==> src/inc/hvpp_defines.vh <==
// Constants of the parallel high-voltage programming port
`ifndef HVPP_DEFINES_VH
`define HVPP_DEFINES_VH
// Action codes on the action-select pins
`define HVPP_ACT_ADDR      2'h0
`define HVPP_ACT_DATA      2'h1
`define HVPP_ACT_CMD       2'h2
`define HVPP_ACT_IDLE      2'h3
// Command bytes
`define HVPP_CMD_NOP       8'h00
`define HVPP_CMD_ERASE     8'h80
`define HVPP_CMD_WR_FUSE   8'h40
`define HVPP_CMD_WR_LOCK   8'h20
`define HVPP_CMD_WR_FLASH  8'h10
`define HVPP_CMD_WR_EE     8'h11
`define HVPP_CMD_RD_SIG    8'h08
`define HVPP_CMD_RD_FUSE   8'h04
`define HVPP_CMD_RD_FLASH  8'h02
`define HVPP_CMD_RD_EE     8'h03
// Page geometry
`define HVPP_FL_WORDS_SMALL 8'h40
`define HVPP_FL_WORDS_LARGE 8'h80
`define HVPP_EE_BYTES_SMALL 8'h04
`define HVPP_EE_BYTES_LARGE 8'h08
`define HVPP_PBUF_AW        7
`define HVPP_PBUF_DEPTH     128
// Timing
`define HVPP_CLK_NS         10
`define HVPP_ENTRY_NS       10000
`define HVPP_ENTRY_CYC      ((`HVPP_ENTRY_NS + `HVPP_CLK_NS - 1) / `HVPP_CLK_NS)
`define HVPP_ENTRY_PAT      4'h0
// Idle pin levels after reset: only the write strobe rests high
`define HVPP_PIN_IDLE       16'h2000
`define HVPP_CNT_W          16
`define HVPP_FIFO_DEPTH     4
`define HVPP_FIFO_AW        2
`define HVPP_ONES8          8'hFF
`define HVPP_LOCK_ERASED    8'hFF
`define HVPP_ERASE_CYC      16'h0100
`define HVPP_PROG_CYC       16'h0080
`define HVPP_FUSE_CYC       16'h0040
`endif

==> src/hw/hvpp_fifo.v <==
// Small parameterised FIFO with valid/ready on both sides
`timescale 1ns/1ps
module hvpp_fifo #(
	parameter WIDTH = 24,
	parameter DEPTH = 4,
	parameter AW    = 2
) (
	input  wire             sys_clk_in,  // System clock
	input  wire             rstn_in,     // Async reset, active low
	input  wire [WIDTH-1:0] wr_data_in,  // Write data
	input  wire             wr_valid_in, // Write request
	output wire             wr_ready_out, // Space available
	output wire [WIDTH-1:0] rd_data_out, // Head word
	output wire             rd_valid_out, // Word available
	input  wire             rd_ready_in  // Consumer takes head
);
	// ========================================
	// Storage and pointers
	reg [WIDTH-1:0] mem_q [0:DEPTH-1]; // Words
	reg [AW-1:0]    wr_ptr_q;          // Write pointer
	reg [AW-1:0]    rd_ptr_q;          // Read pointer
	reg [AW:0]      count_q;           // Fill level
	wire            push;              // Accepted write
	wire            pop;               // Accepted read

	assign wr_ready_out = (count_q != DEPTH);
	assign rd_valid_out = (count_q != 0);
	assign rd_data_out  = mem_q[rd_ptr_q];
	assign push = wr_valid_in & wr_ready_out;
	assign pop  = rd_valid_out & rd_ready_in;

	// Data array has no reset; only valid words are ever read
	always @(posedge sys_clk_in) begin
		if (push) begin
			mem_q[wr_ptr_q] <= wr_data_in;
		end
	end

	// Pointer and level update
	always @(posedge sys_clk_in or negedge rstn_in) begin
		if (!rstn_in) begin
			wr_ptr_q <= {AW{1'b0}};
			rd_ptr_q <= {AW{1'b0}};
			count_q  <= {(AW+1){1'b0}};
		end else begin
			if (push) begin
				wr_ptr_q <= wr_ptr_q + 1'b1;
			end
			if (pop) begin
				rd_ptr_q <= rd_ptr_q + 1'b1;
			end
			if (push && !pop) begin
				count_q <= count_q + 1'b1;
			end else if (pop && !push) begin
				count_q <= count_q - 1'b1;
			end
		end
	end
endmodule // hvpp_fifo

==> src/hw/hvpp_page_ram.v <==
// Page buffer memory with registered read data
`timescale 1ns/1ps
`include "hvpp_defines.vh"
module hvpp_page_ram (
	input  wire        sys_clk_in,  // System clock
	input  wire        wr_en_in,    // Write strobe
	input  wire [6:0]  wr_addr_in,  // Write word index
	input  wire [15:0] wr_data_in,  // Write word
	input  wire [6:0]  rd_addr_in,  // Read word index
	output reg  [15:0] rd_data_out  // Registered read word
);
	// ========================================
	// Array
	reg [15:0] mem_q [0:`HVPP_PBUF_DEPTH-1]; // Buffered words

	// Write port and registered read port
	always @(posedge sys_clk_in) begin
		if (wr_en_in) begin
			mem_q[wr_addr_in] <= wr_data_in;
		end
		rd_data_out <= mem_q[rd_addr_in];
	end
endmodule // hvpp_page_ram

==> src/hw/hvpp_port.v <==
// Parallel high-voltage programming port: loads, page buffer, erase and commit
`timescale 1ns/1ps
`include "hvpp_defines.vh"
module hvpp_port (
	input  wire        sys_clk_in,          // System clock, 100 MHz
	input  wire        rstn_in,             // Async reset, active low
	input  wire        hv_present_in,       // High voltage on reset pin
	input  wire        large_variant_in,    // Largest variant geometry
	input  wire        keep_eeprom_fuse_in, // Programmed keep-EEPROM fuse
	input  wire        action_select_hi_in, // Action select bit 1
	input  wire        action_select_lo_in, // Action select bit 0
	input  wire        byte_select_one_in,  // Byte select 1
	input  wire        byte_select_two_in,  // Byte select 2
	input  wire        load_strobe_in,      // Load strobe, rising edge acts
	input  wire        page_latch_strobe_in, // Page latch strobe
	input  wire        write_strobe_n_in,   // Write strobe, active low
	input  wire        output_enable_n_in,  // Output enable, active low
	input  wire [7:0]  data_in,             // Data bus input level
	output reg  [7:0]  data_out,            // Data bus drive value
	output wire        data_oe_out,         // Data bus drive enable
	output wire        ready_busy_out,      // 1 ready, 0 busy
	output wire        prog_mode_out,       // Programming mode active
	output reg  [7:0]  command_out,         // Held command byte
	output wire        commit_valid_out,    // Memory write request
	input  wire        commit_ready_in,     // Memory write accepted
	output wire [23:0] commit_data_out,     // {kind,addr14,flag/byte}
	output wire [15:0] commit_word_out      // Reserved word, always driven to zero
);
	// ========================================
	// Local states and kinds
	localparam ST_IDLE  = 3'h0; // Ready
	localparam ST_ERMEM = 3'h1; // Erasing memories
	localparam ST_ERLCK = 3'h2; // Erasing locks
	localparam ST_PROG  = 3'h3; // Pushing page words
	localparam ST_WAIT  = 3'h4; // Programming delay
	localparam ST_DRAIN = 3'h5; // Waiting for FIFO empty
	localparam K_FLASH  = 2'h0; // Flash word write
	localparam K_EE     = 2'h1; // EEPROM byte write
	localparam K_ERASE  = 2'h2; // Erase request, flag bit=EEPROM too
	localparam K_LOCK   = 2'h3; // Lock/fuse write

	// ========================================
	// Three-stage pin synchronisers; 2nd and 3rd must agree
	reg  [15:0] s1_q;  // First stage, read only by s2
	reg  [15:0] s2_q;  // Second stage
	reg  [15:0] s3_q;  // Third stage
	reg  [15:0] pin_q; // Settled pin levels
	reg  [2:0]  oe_s_q; // Output enable stages, oldest at the top
	reg         oe_n_q; // Settled output enable, active low
	wire [15:0] raw_pins = {hv_present_in, page_latch_strobe_in, write_strobe_n_in,
		load_strobe_in, byte_select_two_in, byte_select_one_in,
		action_select_hi_in, action_select_lo_in, data_in};

	// Pin capture; a level counts once two late stages match
	always @(posedge sys_clk_in or negedge rstn_in) begin
		if (!rstn_in) begin
			// Stages start at idle levels so no false strobe edge follows reset
			s1_q   <= `HVPP_PIN_IDLE;
			s2_q   <= `HVPP_PIN_IDLE;
			s3_q   <= `HVPP_PIN_IDLE;
			pin_q  <= `HVPP_PIN_IDLE;
			oe_s_q <= 3'h7;
			oe_n_q <= 1'b1;
		end else begin
			s1_q <= raw_pins;
			s2_q <= s1_q;
			s3_q <= s2_q;
			// Disagreeing bits keep their settled level
			pin_q <= (pin_q & (s2_q ^ s3_q)) | (s2_q & ~(s2_q ^ s3_q));
			oe_s_q <= {oe_s_q[1:0], output_enable_n_in};
			oe_n_q <= (oe_s_q[1] == oe_s_q[2]) ? oe_s_q[1] : oe_n_q;
		end
	end

	wire [7:0] bus_v  = pin_q[7:0];   // Settled data bus
	wire [1:0] act_v  = pin_q[9:8];   // Settled action select
	wire       bs1_v  = pin_q[10];    // Byte select 1
	wire       ld_v   = pin_q[12];    // Load strobe level
	wire       wrn_v  = pin_q[13];    // Write strobe level
	wire       pl_v   = pin_q[14];    // Page latch level
	wire       hv_v   = pin_q[15];    // High voltage level
	reg        ld_p_q;                // Previous load strobe
	reg        wrn_p_q;               // Previous write strobe
	reg        pl_p_q;                // Previous page latch
	wire       ld_rise = ld_v & ~ld_p_q;   // Load edge
	wire       wr_fall = ~wrn_v & wrn_p_q; // Write edge
	wire       pl_rise = pl_v & ~pl_p_q;   // Page latch edge

	// ========================================
	// Mode entry: pattern 0000 held for the entry time after high voltage
	reg [`HVPP_CNT_W-1:0] entry_cnt_q; // Entry hold counter
	reg                   mode_q;      // In programming mode
	wire [3:0] pat_v = {pl_v, act_v, bs1_v}; // Entry pattern pins

	// Mode control
	always @(posedge sys_clk_in or negedge rstn_in) begin
		if (!rstn_in) begin
			entry_cnt_q <= {`HVPP_CNT_W{1'b0}};
			mode_q      <= 1'b0;
		end else if (!hv_v) begin
			// Dropping the high voltage leaves the mode
			entry_cnt_q <= {`HVPP_CNT_W{1'b0}};
			mode_q      <= 1'b0;
		end else if (!mode_q) begin
			if (pat_v != `HVPP_ENTRY_PAT) begin
				entry_cnt_q <= {`HVPP_CNT_W{1'b0}};
			end else if (entry_cnt_q == `HVPP_ENTRY_CYC - 1) begin
				mode_q <= 1'b1;
			end else begin
				entry_cnt_q <= entry_cnt_q + 1'b1;
			end
		end
	end
	assign prog_mode_out = mode_q;

	// ========================================
	// Load registers
	reg [7:0]  addr_lo_q;  // Address low byte
	reg [7:0]  addr_hi_q;  // Address high byte
	reg [7:0]  data_lo_q;  // Data low byte
	reg [7:0]  data_hi_q;  // Data high byte
	reg [2:0]  state_q;    // Controller state
	reg [2:0]  state_d;    // Next state
	wire       busy = (state_q != ST_IDLE);
	wire [15:0] addr_v = {addr_hi_q, addr_lo_q};

	// Command class decode, used only by the sequencer
	function is_write_cmd;
		input [7:0] c;
		begin
			is_write_cmd = (c == `HVPP_CMD_ERASE) || (c == `HVPP_CMD_WR_FUSE) ||
				(c == `HVPP_CMD_WR_LOCK) || (c == `HVPP_CMD_WR_FLASH) ||
				(c == `HVPP_CMD_WR_EE);
		end
	endfunction

	// Strobe-qualified byte loads; held until rewritten, command cleared to no-op outside the mode
	always @(posedge sys_clk_in or negedge rstn_in) begin
		if (!rstn_in) begin
			addr_lo_q   <= 8'h00;
			addr_hi_q   <= 8'h00;
			data_lo_q   <= 8'h00;
			data_hi_q   <= 8'h00;
			command_out <= `HVPP_CMD_NOP;
		end else if (!mode_q) begin
			command_out <= `HVPP_CMD_NOP;
		end else if (ld_rise && !busy) begin
			if (act_v == `HVPP_ACT_ADDR) begin
				if (bs1_v) begin
					addr_hi_q <= bus_v;
				end else begin
					addr_lo_q <= bus_v;
				end
			end else if (act_v == `HVPP_ACT_DATA) begin
				if (bs1_v) begin
					data_hi_q <= bus_v;
				end else begin
					data_lo_q <= bus_v;
				end
			end else if (act_v == `HVPP_ACT_CMD) begin
				command_out <= bus_v;
			end
			// Action 11 idles: nothing stored
		end
	end

	// ========================================
	// Page geometry and buffer
	wire [7:0] fl_words = large_variant_in ? `HVPP_FL_WORDS_LARGE : `HVPP_FL_WORDS_SMALL;
	wire [7:0] ee_bytes = large_variant_in ? `HVPP_EE_BYTES_LARGE : `HVPP_EE_BYTES_SMALL;
	wire       is_ee    = (command_out == `HVPP_CMD_WR_EE);
	wire [7:0] pg_len   = is_ee ? ee_bytes : fl_words;
	wire [7:0] wmask    = pg_len - 8'h01;
	wire [6:0] word_in_page_index = addr_lo_q[6:0] & wmask[6:0];
	wire [15:0] page_number_index = addr_v & ~{8'h00, wmask};
	wire       pbuf_cmd = (command_out == `HVPP_CMD_WR_FLASH) || is_ee;
	wire       pbuf_we  = mode_q && pl_rise && pbuf_cmd && !busy &&
		(bs1_v || is_ee);
	reg  [7:0] pidx_q;   // Word being pushed during commit
	reg  [`HVPP_CNT_W-1:0] wait_q; // Operation delay counter
	reg  [127:0] filled_q; // Buffer slots holding data
	wire [15:0] pbuf_rd;   // Registered buffer word
	reg         rd_ok_q;   // Buffer read data aligned with pidx

	hvpp_page_ram u_ram (
		.sys_clk_in  (sys_clk_in),
		.wr_en_in    (pbuf_we),
		.wr_addr_in  (word_in_page_index),
		.wr_data_in  ({data_hi_q, data_lo_q}),
		.rd_addr_in  (pidx_q[6:0]),
		.rd_data_out (pbuf_rd)
	);

	// ========================================
	// Commit FIFO toward the memory arrays
	reg         push_q;   // Request to push
	reg  [23:0] push_w_q; // Request word
	wire        fifo_rdy; // FIFO has space
	wire        fifo_vld; // FIFO holds work
	wire [15:0] pa_v = page_number_index + {9'h000, pidx_q[6:0]};

	hvpp_fifo #(.WIDTH(24), .DEPTH(`HVPP_FIFO_DEPTH), .AW(`HVPP_FIFO_AW)) u_fifo (
		.sys_clk_in   (sys_clk_in),
		.rstn_in      (rstn_in),
		.wr_data_in   (push_w_q),
		.wr_valid_in  (push_q),
		.wr_ready_out (fifo_rdy),
		.rd_data_out  (commit_data_out),
		.rd_valid_out (fifo_vld),
		.rd_ready_in  (commit_ready_in)
	);
	assign commit_valid_out = fifo_vld;
	assign commit_word_out  = commit_data_out[7:0] == 8'h00 ? 16'h0000 : 16'h0000;

	// ========================================
	// Operation sequencer
	always @* begin
		state_d = state_q;
		case (state_q)
			ST_IDLE: begin
				if (mode_q && wr_fall && is_write_cmd(command_out)) begin
					if (command_out == `HVPP_CMD_ERASE) begin
						state_d = ST_ERMEM;
					end else if (pbuf_cmd) begin
						state_d = ST_PROG;
					end else begin
						state_d = ST_WAIT;
					end
				end
			end
			ST_ERMEM: begin
				if (!push_q && fifo_rdy && wait_q == `HVPP_ERASE_CYC) begin
					state_d = ST_ERLCK;
				end
			end
			ST_ERLCK: begin
				if (!push_q && fifo_rdy) begin
					state_d = ST_DRAIN;
				end
			end
			ST_PROG: begin
				if (rd_ok_q && !push_q && pidx_q == pg_len - 8'h01 && fifo_rdy) begin
					state_d = ST_WAIT;
				end
			end
			ST_WAIT: begin
				if (wait_q == `HVPP_PROG_CYC) begin
					state_d = ST_DRAIN;
				end
			end
			ST_DRAIN: begin
				if (!fifo_vld && !push_q) begin
					state_d = ST_IDLE;
				end
			end
			default: begin
				state_d = ST_IDLE;
			end
		endcase
		if (!mode_q) begin
			state_d = ST_IDLE;
		end
	end

	// Sequencer registers, request builder and buffer bookkeeping
	always @(posedge sys_clk_in or negedge rstn_in) begin
		if (!rstn_in) begin
			state_q  <= ST_IDLE;
			ld_p_q   <= 1'b0;
			wrn_p_q  <= 1'b1;
			pl_p_q   <= 1'b0;
			pidx_q   <= 8'h00;
			wait_q   <= {`HVPP_CNT_W{1'b0}};
			push_q   <= 1'b0;
			push_w_q <= 24'h000000;
			rd_ok_q  <= 1'b0;
			filled_q <= 128'h0;
		end else begin
			state_q <= state_d;
			ld_p_q  <= ld_v;
			wrn_p_q <= wrn_v;
			pl_p_q  <= pl_v;
			if (push_q && fifo_rdy) begin
				push_q <= 1'b0;
			end
			if (pbuf_we) begin
				filled_q[word_in_page_index] <= 1'b1;
			end
			if (command_out == `HVPP_CMD_NOP || !mode_q) begin
				filled_q <= 128'h0;
			end
			wait_q <= (state_q != state_d) ? {`HVPP_CNT_W{1'b0}} : wait_q + 1'b1;
			rd_ok_q <= 1'b0;
			case (state_q)
				ST_IDLE: begin
					pidx_q <= 8'h00;
				end
				ST_ERMEM: begin
					// Memories first; EEPROM flag clear keeps EEPROM
					if (state_d == ST_ERLCK) begin
						push_q   <= 1'b1;
						push_w_q <= {K_ERASE, 14'h0000, 7'h00, ~keep_eeprom_fuse_in};
					end
				end
				ST_ERLCK: begin
					// Locks only after the memory erase request is out
					if (!push_q && fifo_rdy) begin
						push_q   <= 1'b1;
						push_w_q <= {K_LOCK, 14'h3FFF, `HVPP_LOCK_ERASED};
					end
				end
				ST_PROG: begin
					rd_ok_q <= !push_q;
					if (rd_ok_q && !push_q && fifo_rdy) begin
						if (filled_q[pidx_q[6:0]]) begin
							push_q   <= 1'b1;
							push_w_q <= is_ee ? {K_EE, pa_v[13:0], pbuf_rd[7:0]} :
								{K_FLASH, pa_v[13:0], pbuf_rd[7:0]};
						end
						pidx_q <= pidx_q + 8'h01;
						rd_ok_q <= 1'b0;
					end
				end
				ST_WAIT: begin
					if (state_q != ST_WAIT || wait_q == 16'h0000) begin
						if (!pbuf_cmd) begin
							push_q   <= 1'b1;
							push_w_q <= {K_LOCK, addr_v[13:0], data_lo_q};
						end
					end
					filled_q <= 128'h0;
				end
				default: begin
					pidx_q <= pidx_q;
				end
			endcase
		end
	end

	// Busy while any operation runs
	assign ready_busy_out = ~busy;

	// ========================================
	// Read-back path and bus drive
	wire is_rd = (command_out == `HVPP_CMD_RD_FLASH) || (command_out == `HVPP_CMD_RD_EE) ||
		(command_out == `HVPP_CMD_RD_SIG) || (command_out == `HVPP_CMD_RD_FUSE);

	// Registered read value: fuse read gives the keep fuse, others reflect loaded address bytes
	always @(posedge sys_clk_in or negedge rstn_in) begin
		if (!rstn_in) begin
			data_out <= 8'h00;
		end else if (!is_rd) begin
			data_out <= 8'h00;
		end else if (command_out == `HVPP_CMD_RD_FUSE) begin
			data_out <= {4'h0, ~keep_eeprom_fuse_in, 3'h0};
		end else begin
			data_out <= bs1_v ? addr_hi_q : addr_lo_q;
		end
	end

	// Drive only in mode, on a read command, with enable low
	assign data_oe_out = mode_q & is_rd & ~oe_n_q;
endmodule // hvpp_port

==> config.mk <==
export PLATFORM = sky130hd
export DESIGN_NAME = hvpp_port
export DESIGN_NICKNAME = d
export VERILOG_FILES = /design/src/hw/hvpp_fifo.v /design/src/hw/hvpp_page_ram.v /design/src/hw/hvpp_port.v
export VERILOG_INCLUDE_DIRS = /design/src /design/src/inc
export SDC_FILE = /design/constraint.sdc
export NUM_CORES = 1
export LEC_CHECK = 0
export BUFFER_PORTS_ARGS = -buffer_cell sky130_fd_sc_hd__buf_2
export CORE_MARGIN = 2
export CORE_UTILIZATION = 50
export CTS_BUF_LIST = sky130_fd_sc_hd__clkbuf_4 sky130_fd_sc_hd__clkbuf_8 sky130_fd_sc_hd__clkbuf_16
export CTS_CLUSTER_SIZE = 8
export DETAILED_ROUTE_END_ITERATION = 10
export PLACE_DENSITY = 0.66
export SETUP_SLACK_MARGIN = 0.5
export SLEW_MARGIN = 20
export SYNTH_ARGS = -nofsm -noshare
export SYNTH_HDL_FRONTEND = slang
export SYNTH_SLANG_ARGS = --single-unit
==> constraint.sdc <==
create_clock -name sys_clk_in -period 3.28 [get_ports sys_clk_in]
set_input_delay 0.656 -clock sys_clk_in [delete_from_list [all_inputs] [get_ports sys_clk_in]]
set_output_delay 0.656 -clock sys_clk_in [all_outputs]
set_load 0.02 [all_outputs]
==> results of run 1 <==
## placed cells by master (no fill, tap or decap), drive strengths merged, types with 23 or more instances in the layout
master	n
a21oi	48
buf	335
clkbuf	332
dfrtp	303
edfxtp	1120
inv	24
mux2	55
mux4	389
nand2	80
nand3	43
nor2	177
nor3	23
o21a	129
o21ai	40
## metrics by stage
step                      std cells  setup slack (ns)
after CTS                      4900             0.201
after floorplan                2909             0.201
after global placement         4484           -0.0373
after detailed placement       4484           -0.0561
final                          4943             0.149
after global routing           4943            0.0807
## power by group
group | internal (uW) | switching (uW) | total [uW]
sequential | 19500 | 55.3 | 19600
clock | 12400 | 7410 | 19800
combinational | 62.4 | 130 | 192
## per-layer routing
layer | vias to the layer above | track usage, % | share of wire, %
met2 | 1153 | 37.8 | 49
met4 | 0 | 6.04 | 2.0
met3 | 201 | 4.36 | 6.8
met1 | 16034 | 34.0 | 42
met5 | - | 0 | 0
li1 | 12545 | - | -
## logic make-up (layout without fill, tap and decap cells)
logic type,count (synthesis),in the layout
simple gates,444,448
xor+xnor,36,36
flops,1440,1440
compound gates,288,288
buf+inv,188,717
other cells,1,17
fa+ha+maj,32,32
mux,465,465
## registers in the layout, indices dropped and copies added (netlist names), 8 cells and up, named ones only
register           count
addr_hi_q              8
addr_lo_q              8
command_out            8
data_lo_q              8
data_out               8
entry_cnt_q           16
filled_q             128
pidx_q                 8
push_w_q              24
s1_q                  15
s2_q                  15
s3_q                  15
u_fifo.mem_q          96
u_ram.mem_q         1024
u_ram.rd_data_out      8
wait_q                16
## path summary, 6_finish.rpt
check / startpoint / end / cells past startpoint
worst max register to register: pidx_q[0]$_DFFE_PN0P_ / u_ram.rd_data_out[2]$_DFF_P_ / 8
worst min register to register: s1_q[1]$_DFF_PN0_ / s2_q[1]$_DFF_PN0_ / 0
worst min-delay path: keep_eeprom_fuse_in / data_out[3]$_DFF_PN0_ / 2
min in group asynchronous: rstn_in / filled_q[96]$_DFFE_PN0P_ / 2
max in group asynchronous: rstn_in / filled_q[60]$_DFFE_PN0P_ / 3
worst max-delay path: pidx_q[0]$_DFFE_PN0P_ / u_ram.rd_data_out[2]$_DFF_P_ / 8
## timing repair
item,in CTS,in global routing
hold endpoints to repair,68,0
pin swaps,21,37
hold buffers,17,0
gates cloned,14,12
endpoints found under the setup margin,570,958
resized for setup,110,82
buffers inserted,48,27
## cell type report
type / instances / area (sq um)
Antenna cell: 1 / 2.50
Clock inverter: 12 / 213
Multi-Input combinational cell: 1285 / 15600
Clock buffer: 325 / 5980
Sequential cell: 1440 / 41700
Tap cell: 1500 / 1880
Timing Repair Buffer: 363 / 4280
Fill cell: 7717 / 43000
Inverter: 17 / 68.8
==> summary.md, run 1 <==
| Metric | Value |
|---|---|
| Worst Path Required | ~3.9 ns |
| Largest net degree at the start of global routing | approximately 100 |
| Total grt overflow | 0 |
| Ys Warns | 0 |
| Clock Tree Buf Depth | 3 |
| GR Util All Layers | 23.6% |
| Most common cell in the synthesized netlist | edfxtp_1 |
| Total Power | 39600 uW |
| Mean Syn Cell Area | 19.6 sq um |
| Largest delay contributor family on the critical path | multiplexers |
| Wirelength, routed | 137 mm |
| XOR/XNOR Fraction of Synth Area | less than 1% |
| Synth cell count leaders | edfxtp_1, mux4_2, dfrtp_1 |
| CTS Buf Count | just under 200 |
| First-pass GRT wire length | about 200 mm |
| Post-Synthesis Cells | between 2000 and 3000 |
| Pwr per Cell Area | roughly 570 nW/um^2 |
| Max Cap Violations | 0 |
| CP max FO | 8 |
| Max Freq | around 320 MHz |
| Simple-gate share of the synthesized area | roughly 3.8% |
| Post-Synth Adder-Cell Area | 0.660% |
| Vias | around 30000 |
| Post-synthesis cell area | roughly 57000 sq um |
| Status | finished, final reports clean |
| Crit share post-route | 95.5% |
| HPWL after DPL | between 80 and 90 mm |
| Final period demand of the worst path | around 3.1 ns |
| Root Driver | clkbuf_16 |
| Peak supply drop | 0.447 mV |
| Die span in y | around 340 microns |
| Layout cell share with drive strength beyond 1 | 38.5% |
| CP peak stage delay | about 0.6 ns |
| Layout net count | around 3300 |
| Final hold vios | 0 |
| Core box area | about 110000 sq um |
| Initial Util | between 50% and 60% |
| I/O Pins | roughly 80 |
| Initial DRC count | around 2900 |
| Final Cell Area | between 60000 and 70000 sq um |
| Worst Setup Start Kind | flop |
| Worst skew pair latency | between 0.7 and 0.8 ns |
| Gpl congestion | around 0.87 |
| Slew margin rel. | between 10% and 20% |
| Clk slew on worst S/H paths | 0.05 ns |
| I/O Buffers | 64 |
| Max-slew violation count | 0 |
| Mux cell area share after synthesis | around 17% |
| Final Core Density | slightly above 60% |
| Synth unique cells | 76 |
| Post-synthesis compound-gate area fraction | under 10% |
| DRC violations left | 0 |
| Die area | about 120000 sq um |
| Area Growth Syn to Fin | 22.5% |
| Initial antenna violation count | 7 |
| Worst Tran Pin Value | about 1.2 ns |
| Synth area leader | edfxtp_1 |
| Vias per Instance | 6.06 |
| Top post-synthesis cells by area | edfxtp_1, mux4_2, dfrtp_1 |
| Setup TNS | 0 ns |
| Most used cell, CP | mux4_2 |
| Cell leakage power | 0.0261 uW |
| CP arrival | about 3.8 ns |
| Clk sinks | approximately 1400 |
| Area after DPL | 60900 sq um |
| DRT antenna net count | 0 |
| Largest family of logic cells by synthesized area | multiplexers |
| Final Setup Violations | 0 |
| Seq/Total Area, Yosys | between 70% and 80% |
| RSZ-0062 raised after global routing | yes |
| CP Cell Sequence | buf_12 > buf_16 > buf_12 > buf_16 > mux4_2 > mux4_2 > mux4_2 > mux2_4 |
| FFs w/ async S/R, synth | between 20% and 30% |
| EDFF count, synth | approximately 1100 |
| CP Capture Type | flop |
| CTS HTree Levels | 4 |
| Row count | 123 |
| R2r setup slk | roughly 0.15 ns |
| DR WL/cell | approximately 28 microns |
| Yosys top cell area share | 59.1% |
| Die X | 341 microns |
| CTS tree | done |
| Drt first pass iters | 5 |
| Worst Skew | about 0.032 ns |
| Hold WC Path Type | input port to flop |
| Yosys reg bits | roughly 1400 |
| Crit Path Class | flop to flop |
| Slowest CP cell | mux4_2 |
| Crit path buffers/inverters | 4 |
| Vias in the first global route | about 31000 |
| Min Hold Slack | between 0.1 and 0.15 ns |
| Top_reg_cell synth | edfxtp_1 |
(Power assumes the default switching activity.)
==> run 2, diff against run 1 <==
--- a/config.mk
+++ b/config.mk
@@ -12,7 +12,8 @@
 export CTS_BUF_LIST = sky130_fd_sc_hd__clkbuf_4 sky130_fd_sc_hd__clkbuf_8 sky130_fd_sc_hd__clkbuf_16
 export CTS_CLUSTER_SIZE = 8
 export DETAILED_ROUTE_END_ITERATION = 10
-export PLACE_DENSITY = 0.66
+export PLACE_DENSITY = 0.64
+export RECOVER_POWER = 100
 export SETUP_SLACK_MARGIN = 0.5
 export SLEW_MARGIN = 20
 export SYNTH_ARGS = -nofsm -noshare
==> constraint.sdc (replaced) <==
create_clock -name sys_clk_in -period 3.3 [get_ports sys_clk_in]
set_input_delay 0.66 -clock sys_clk_in [delete_from_list [all_inputs] [get_ports sys_clk_in]]
set_output_delay 0.66 -clock sys_clk_in [all_outputs]
set_load 0.02 [all_outputs]
==> run 2 against run 1 <==
  * The flow now finishes with violations (max-capacitance violations, max-slew violations)
  * Die area unchanged
  * Via count increased by 2.1%
  * Non-clock buffer count increased by 97
  * Setup slack got worse by 0.087 ns
  * Final cell count increased by 2.7%
  * Final area increased by 0.35%
  * Power increased by 0.80%
  * Hold slack improved by 0.025 ns
==> summary.md, run 2 (synthesis results as in run 1) <==
| Metric | Value |
|---|---|
| Max Cap Violations | 9 |
| Pwr per Cell Area | approximately 570 nW/um^2 |
| Die area | approximately 120000 sq um |
| Setup TNS | 0 ns |
| HPWL after DPL | roughly 80 mm |
| Vias per Instance | 6.02 |
| Layout cell share with drive strength beyond 1 | between 30 and 40% |
| GR Util All Layers | ~23% |
| Initial Util | between 50% and 60% |
| CTS tree | done |
| Peak supply drop | 0.455 mV |
| Clock Tree Buf Depth | 3 |
| Critical Path Start | command_out[5]$_DFFE_PN0P_ |
| Root Driver | clkbuf_16 |
| CTS Buf Count | 198 |
| CP arrival | 3.73 ns |
| R2R Path Start | command_out[5]$_DFFE_PN0P_ |
| Slew margin rel. | -60.4% |
| Gpl congestion | 0.873 |
| CP Capture Type | flop |
| Flip-flop count of the largest register after layout | between 1000 and 1500 |
| Final period demand of the worst path | 3.24 ns |
| Cell leakage power | 0.0265 uW |
| Crit Path Class | flop to flop |
| Initial DRC count | roughly 3300 |
| Worst Tran Pin Value | 2.41 ns |
| Worst Setup Start Kind | flop |
| Initial antenna violation count | 5 |
| Status | finished with violations |
| Biggest register | u_ram.mem_q |
| Final Setup Violations | 0 |
| Layout net count | approximately 3400 |
| Row count | 123 |
| Largest net degree at the start of global routing | between 100 and 150 |
| CTS HTree Levels | 4 |
| Final hold vios | 0 |
| Hold WC Path Type | input port to flop |
| Vias in the first global route | 30549 |
| Final Core Density | between 60% and 70% |
| Clk slew on worst S/H paths | roughly 0.05 ns |
| Clk sinks | 1440 |
| CP max FO | 9 |
| Wirelength, routed | between 100 and 150 mm |
| Biggest regs | u_ram.mem_q (1024), filled_q (128), u_fifo.mem_q (96) |
| I/O Pins | 82 |
| I/O Buffers | 64 |
| Worst Skew | about 0.046 ns |
| Total grt overflow | 0 |
| Core box area | roughly 110000 sq um |
| Max Freq | just over 300 MHz |
| DRC violations left | 0 |
| Die span in y | ~340 microns |
| RSZ-0062 raised after global routing | yes |
| Most frequent cells in the layout | edfxtp_1, mux4_2, dfrtp_1 |
| Area Growth Syn to Fin | 22.9% |
| DRT antenna net count | 0 |
| Vias | between 30000 and 40000 |
| First-pass GRT wire length | roughly 200 mm |
| Worst skew pair latency | approximately 0.8 ns |
| Die X | 341 microns |
| Min-Delay Startpoint | keep_eeprom_fuse_in |
| Commonest non-fill, non-tap cell in the layout | edfxtp_1 |
| Failing checks | max-capacitance violations, max-slew violations |
| Max-slew violation count | roughly 540 |
| Worst Path Required | 3.79 ns |
| Crit share post-route | between 90% and 100% |
| Drt first pass iters | 5 |
| DR WL/cell | approximately 28 microns |
-- run 2: cell count changes in the layout (fill, tap and decap cells not counted), moves of 17 or more --
cell | previous run | this run
buf_12 | 59 | 87
clkbuf_1 | 0 | 72
nor2_4 | 102 | 53
nor2_1 | 65 | 110
clkbuf_2 | 0 | 95
buf_4 | 154 | 91
clkbuf_4 | 123 | 166
buf_16 | 23 | 6
buf_2 | 48 | 24
-- run 2: routing by layer --
| layer | wire length [microns] | part of all wire [%] | GRT usage [%] |
|---|---|---|---|
| met4 | 4040 | 2.8 | 6.49 |
| met5 | 0 | 0 | 0 |
| met2 | 69500 | 49 | 36.6 |
| met3 | 10500 | 7.4 | 4.28 |
| met1 | 58000 | 41 | 33.2 |
-- run 2: layout make-up --
| cell class | count | area [sq um] |
|---|---|---|
| clock buffers | 359 | 6250 |
| clock inverters | 10 | 206 |
| multi-input cells | 1290 | 15200 |
| diodes | 2 | 5.00 |
| flip-flops and latches | 1440 | 41600 |
| inverters | 17 | 68.8 |
| fillers | 7815 | 42800 |
| repair buffers | 460 | 4630 |
| well taps | 1500 | 1880 |
-- run 2: final timing paths --
check | end | slack [ns] | cells after the start
max | u_ram.mem_q[38][6]$_DFFE_PP_ | 0.06 | 10
min | data_out[3]$_DFF_PN0_ | 0.17 | 2
max reg2reg | u_ram.mem_q[38][6]$_DFFE_PP_ | 0.06 | 10
min reg2reg | s2_q[8]$_DFF_PN0_ | 0.35 | 0
max in group asynchronous | command_out[0]$_DFFE_PN0P_ | 0.53 | 3
min in group asynchronous | entry_cnt_q[0]$_DFFE_PN0P_ | 0.88 | 2
-- run 2: worst max-delay path, cell delays in order, from the launching register on --
cell,delay [ns]
dfrtp_1,0.41
clkbuf_1,0.21
nor3_4,0.32
nand2_2,0.10
or4_1,0.65
nor2_4,0.20
nand4_1,0.12
clkbuf_2,0.30
clkbuf_16,0.27
nor2_1,0.20
buf_12,0.17
-- run 2: power breakdown --
group | internal (uW) | switching, uW
Sequential | 19400 | 51.1
Combinational | 56.4 | 132
Clock | 12800 | 7450
Total | 32200 | 7640
-- run 2: stage by stage --
step / std cells / instance area (sq um) / power [uW] / hold WS (ns) / setup WS (ns)
5_1_grt: 5076 / 69900 / 41000 / 0.132 / 0.0293
2_1_floorplan: 2909 / 57700 / 19900 / 0.331 / 0.220
3_3_place_gp: 4504 / 61100 / 20000 / 0.341 / 0.0649
4_1_cts: 4905 / 68100 / 40200 / 0.109 / 0.177
6_report: 5078 / 69900 / 39900 / 0.165 / 0.0616
3_5_place_dp: 4504 / 61100 / 20000 / 0.335 / 0.0132
-- run 2: repair_timing --
action	4_1_cts	5_1_grt
endpoints found under the setup margin	1219	1135
gates cloned	1	65
resized for setup	37	351
setup buffers	14	106
hold endpoints to repair	78	0
hold buffers	17	0
pin swaps	12	127
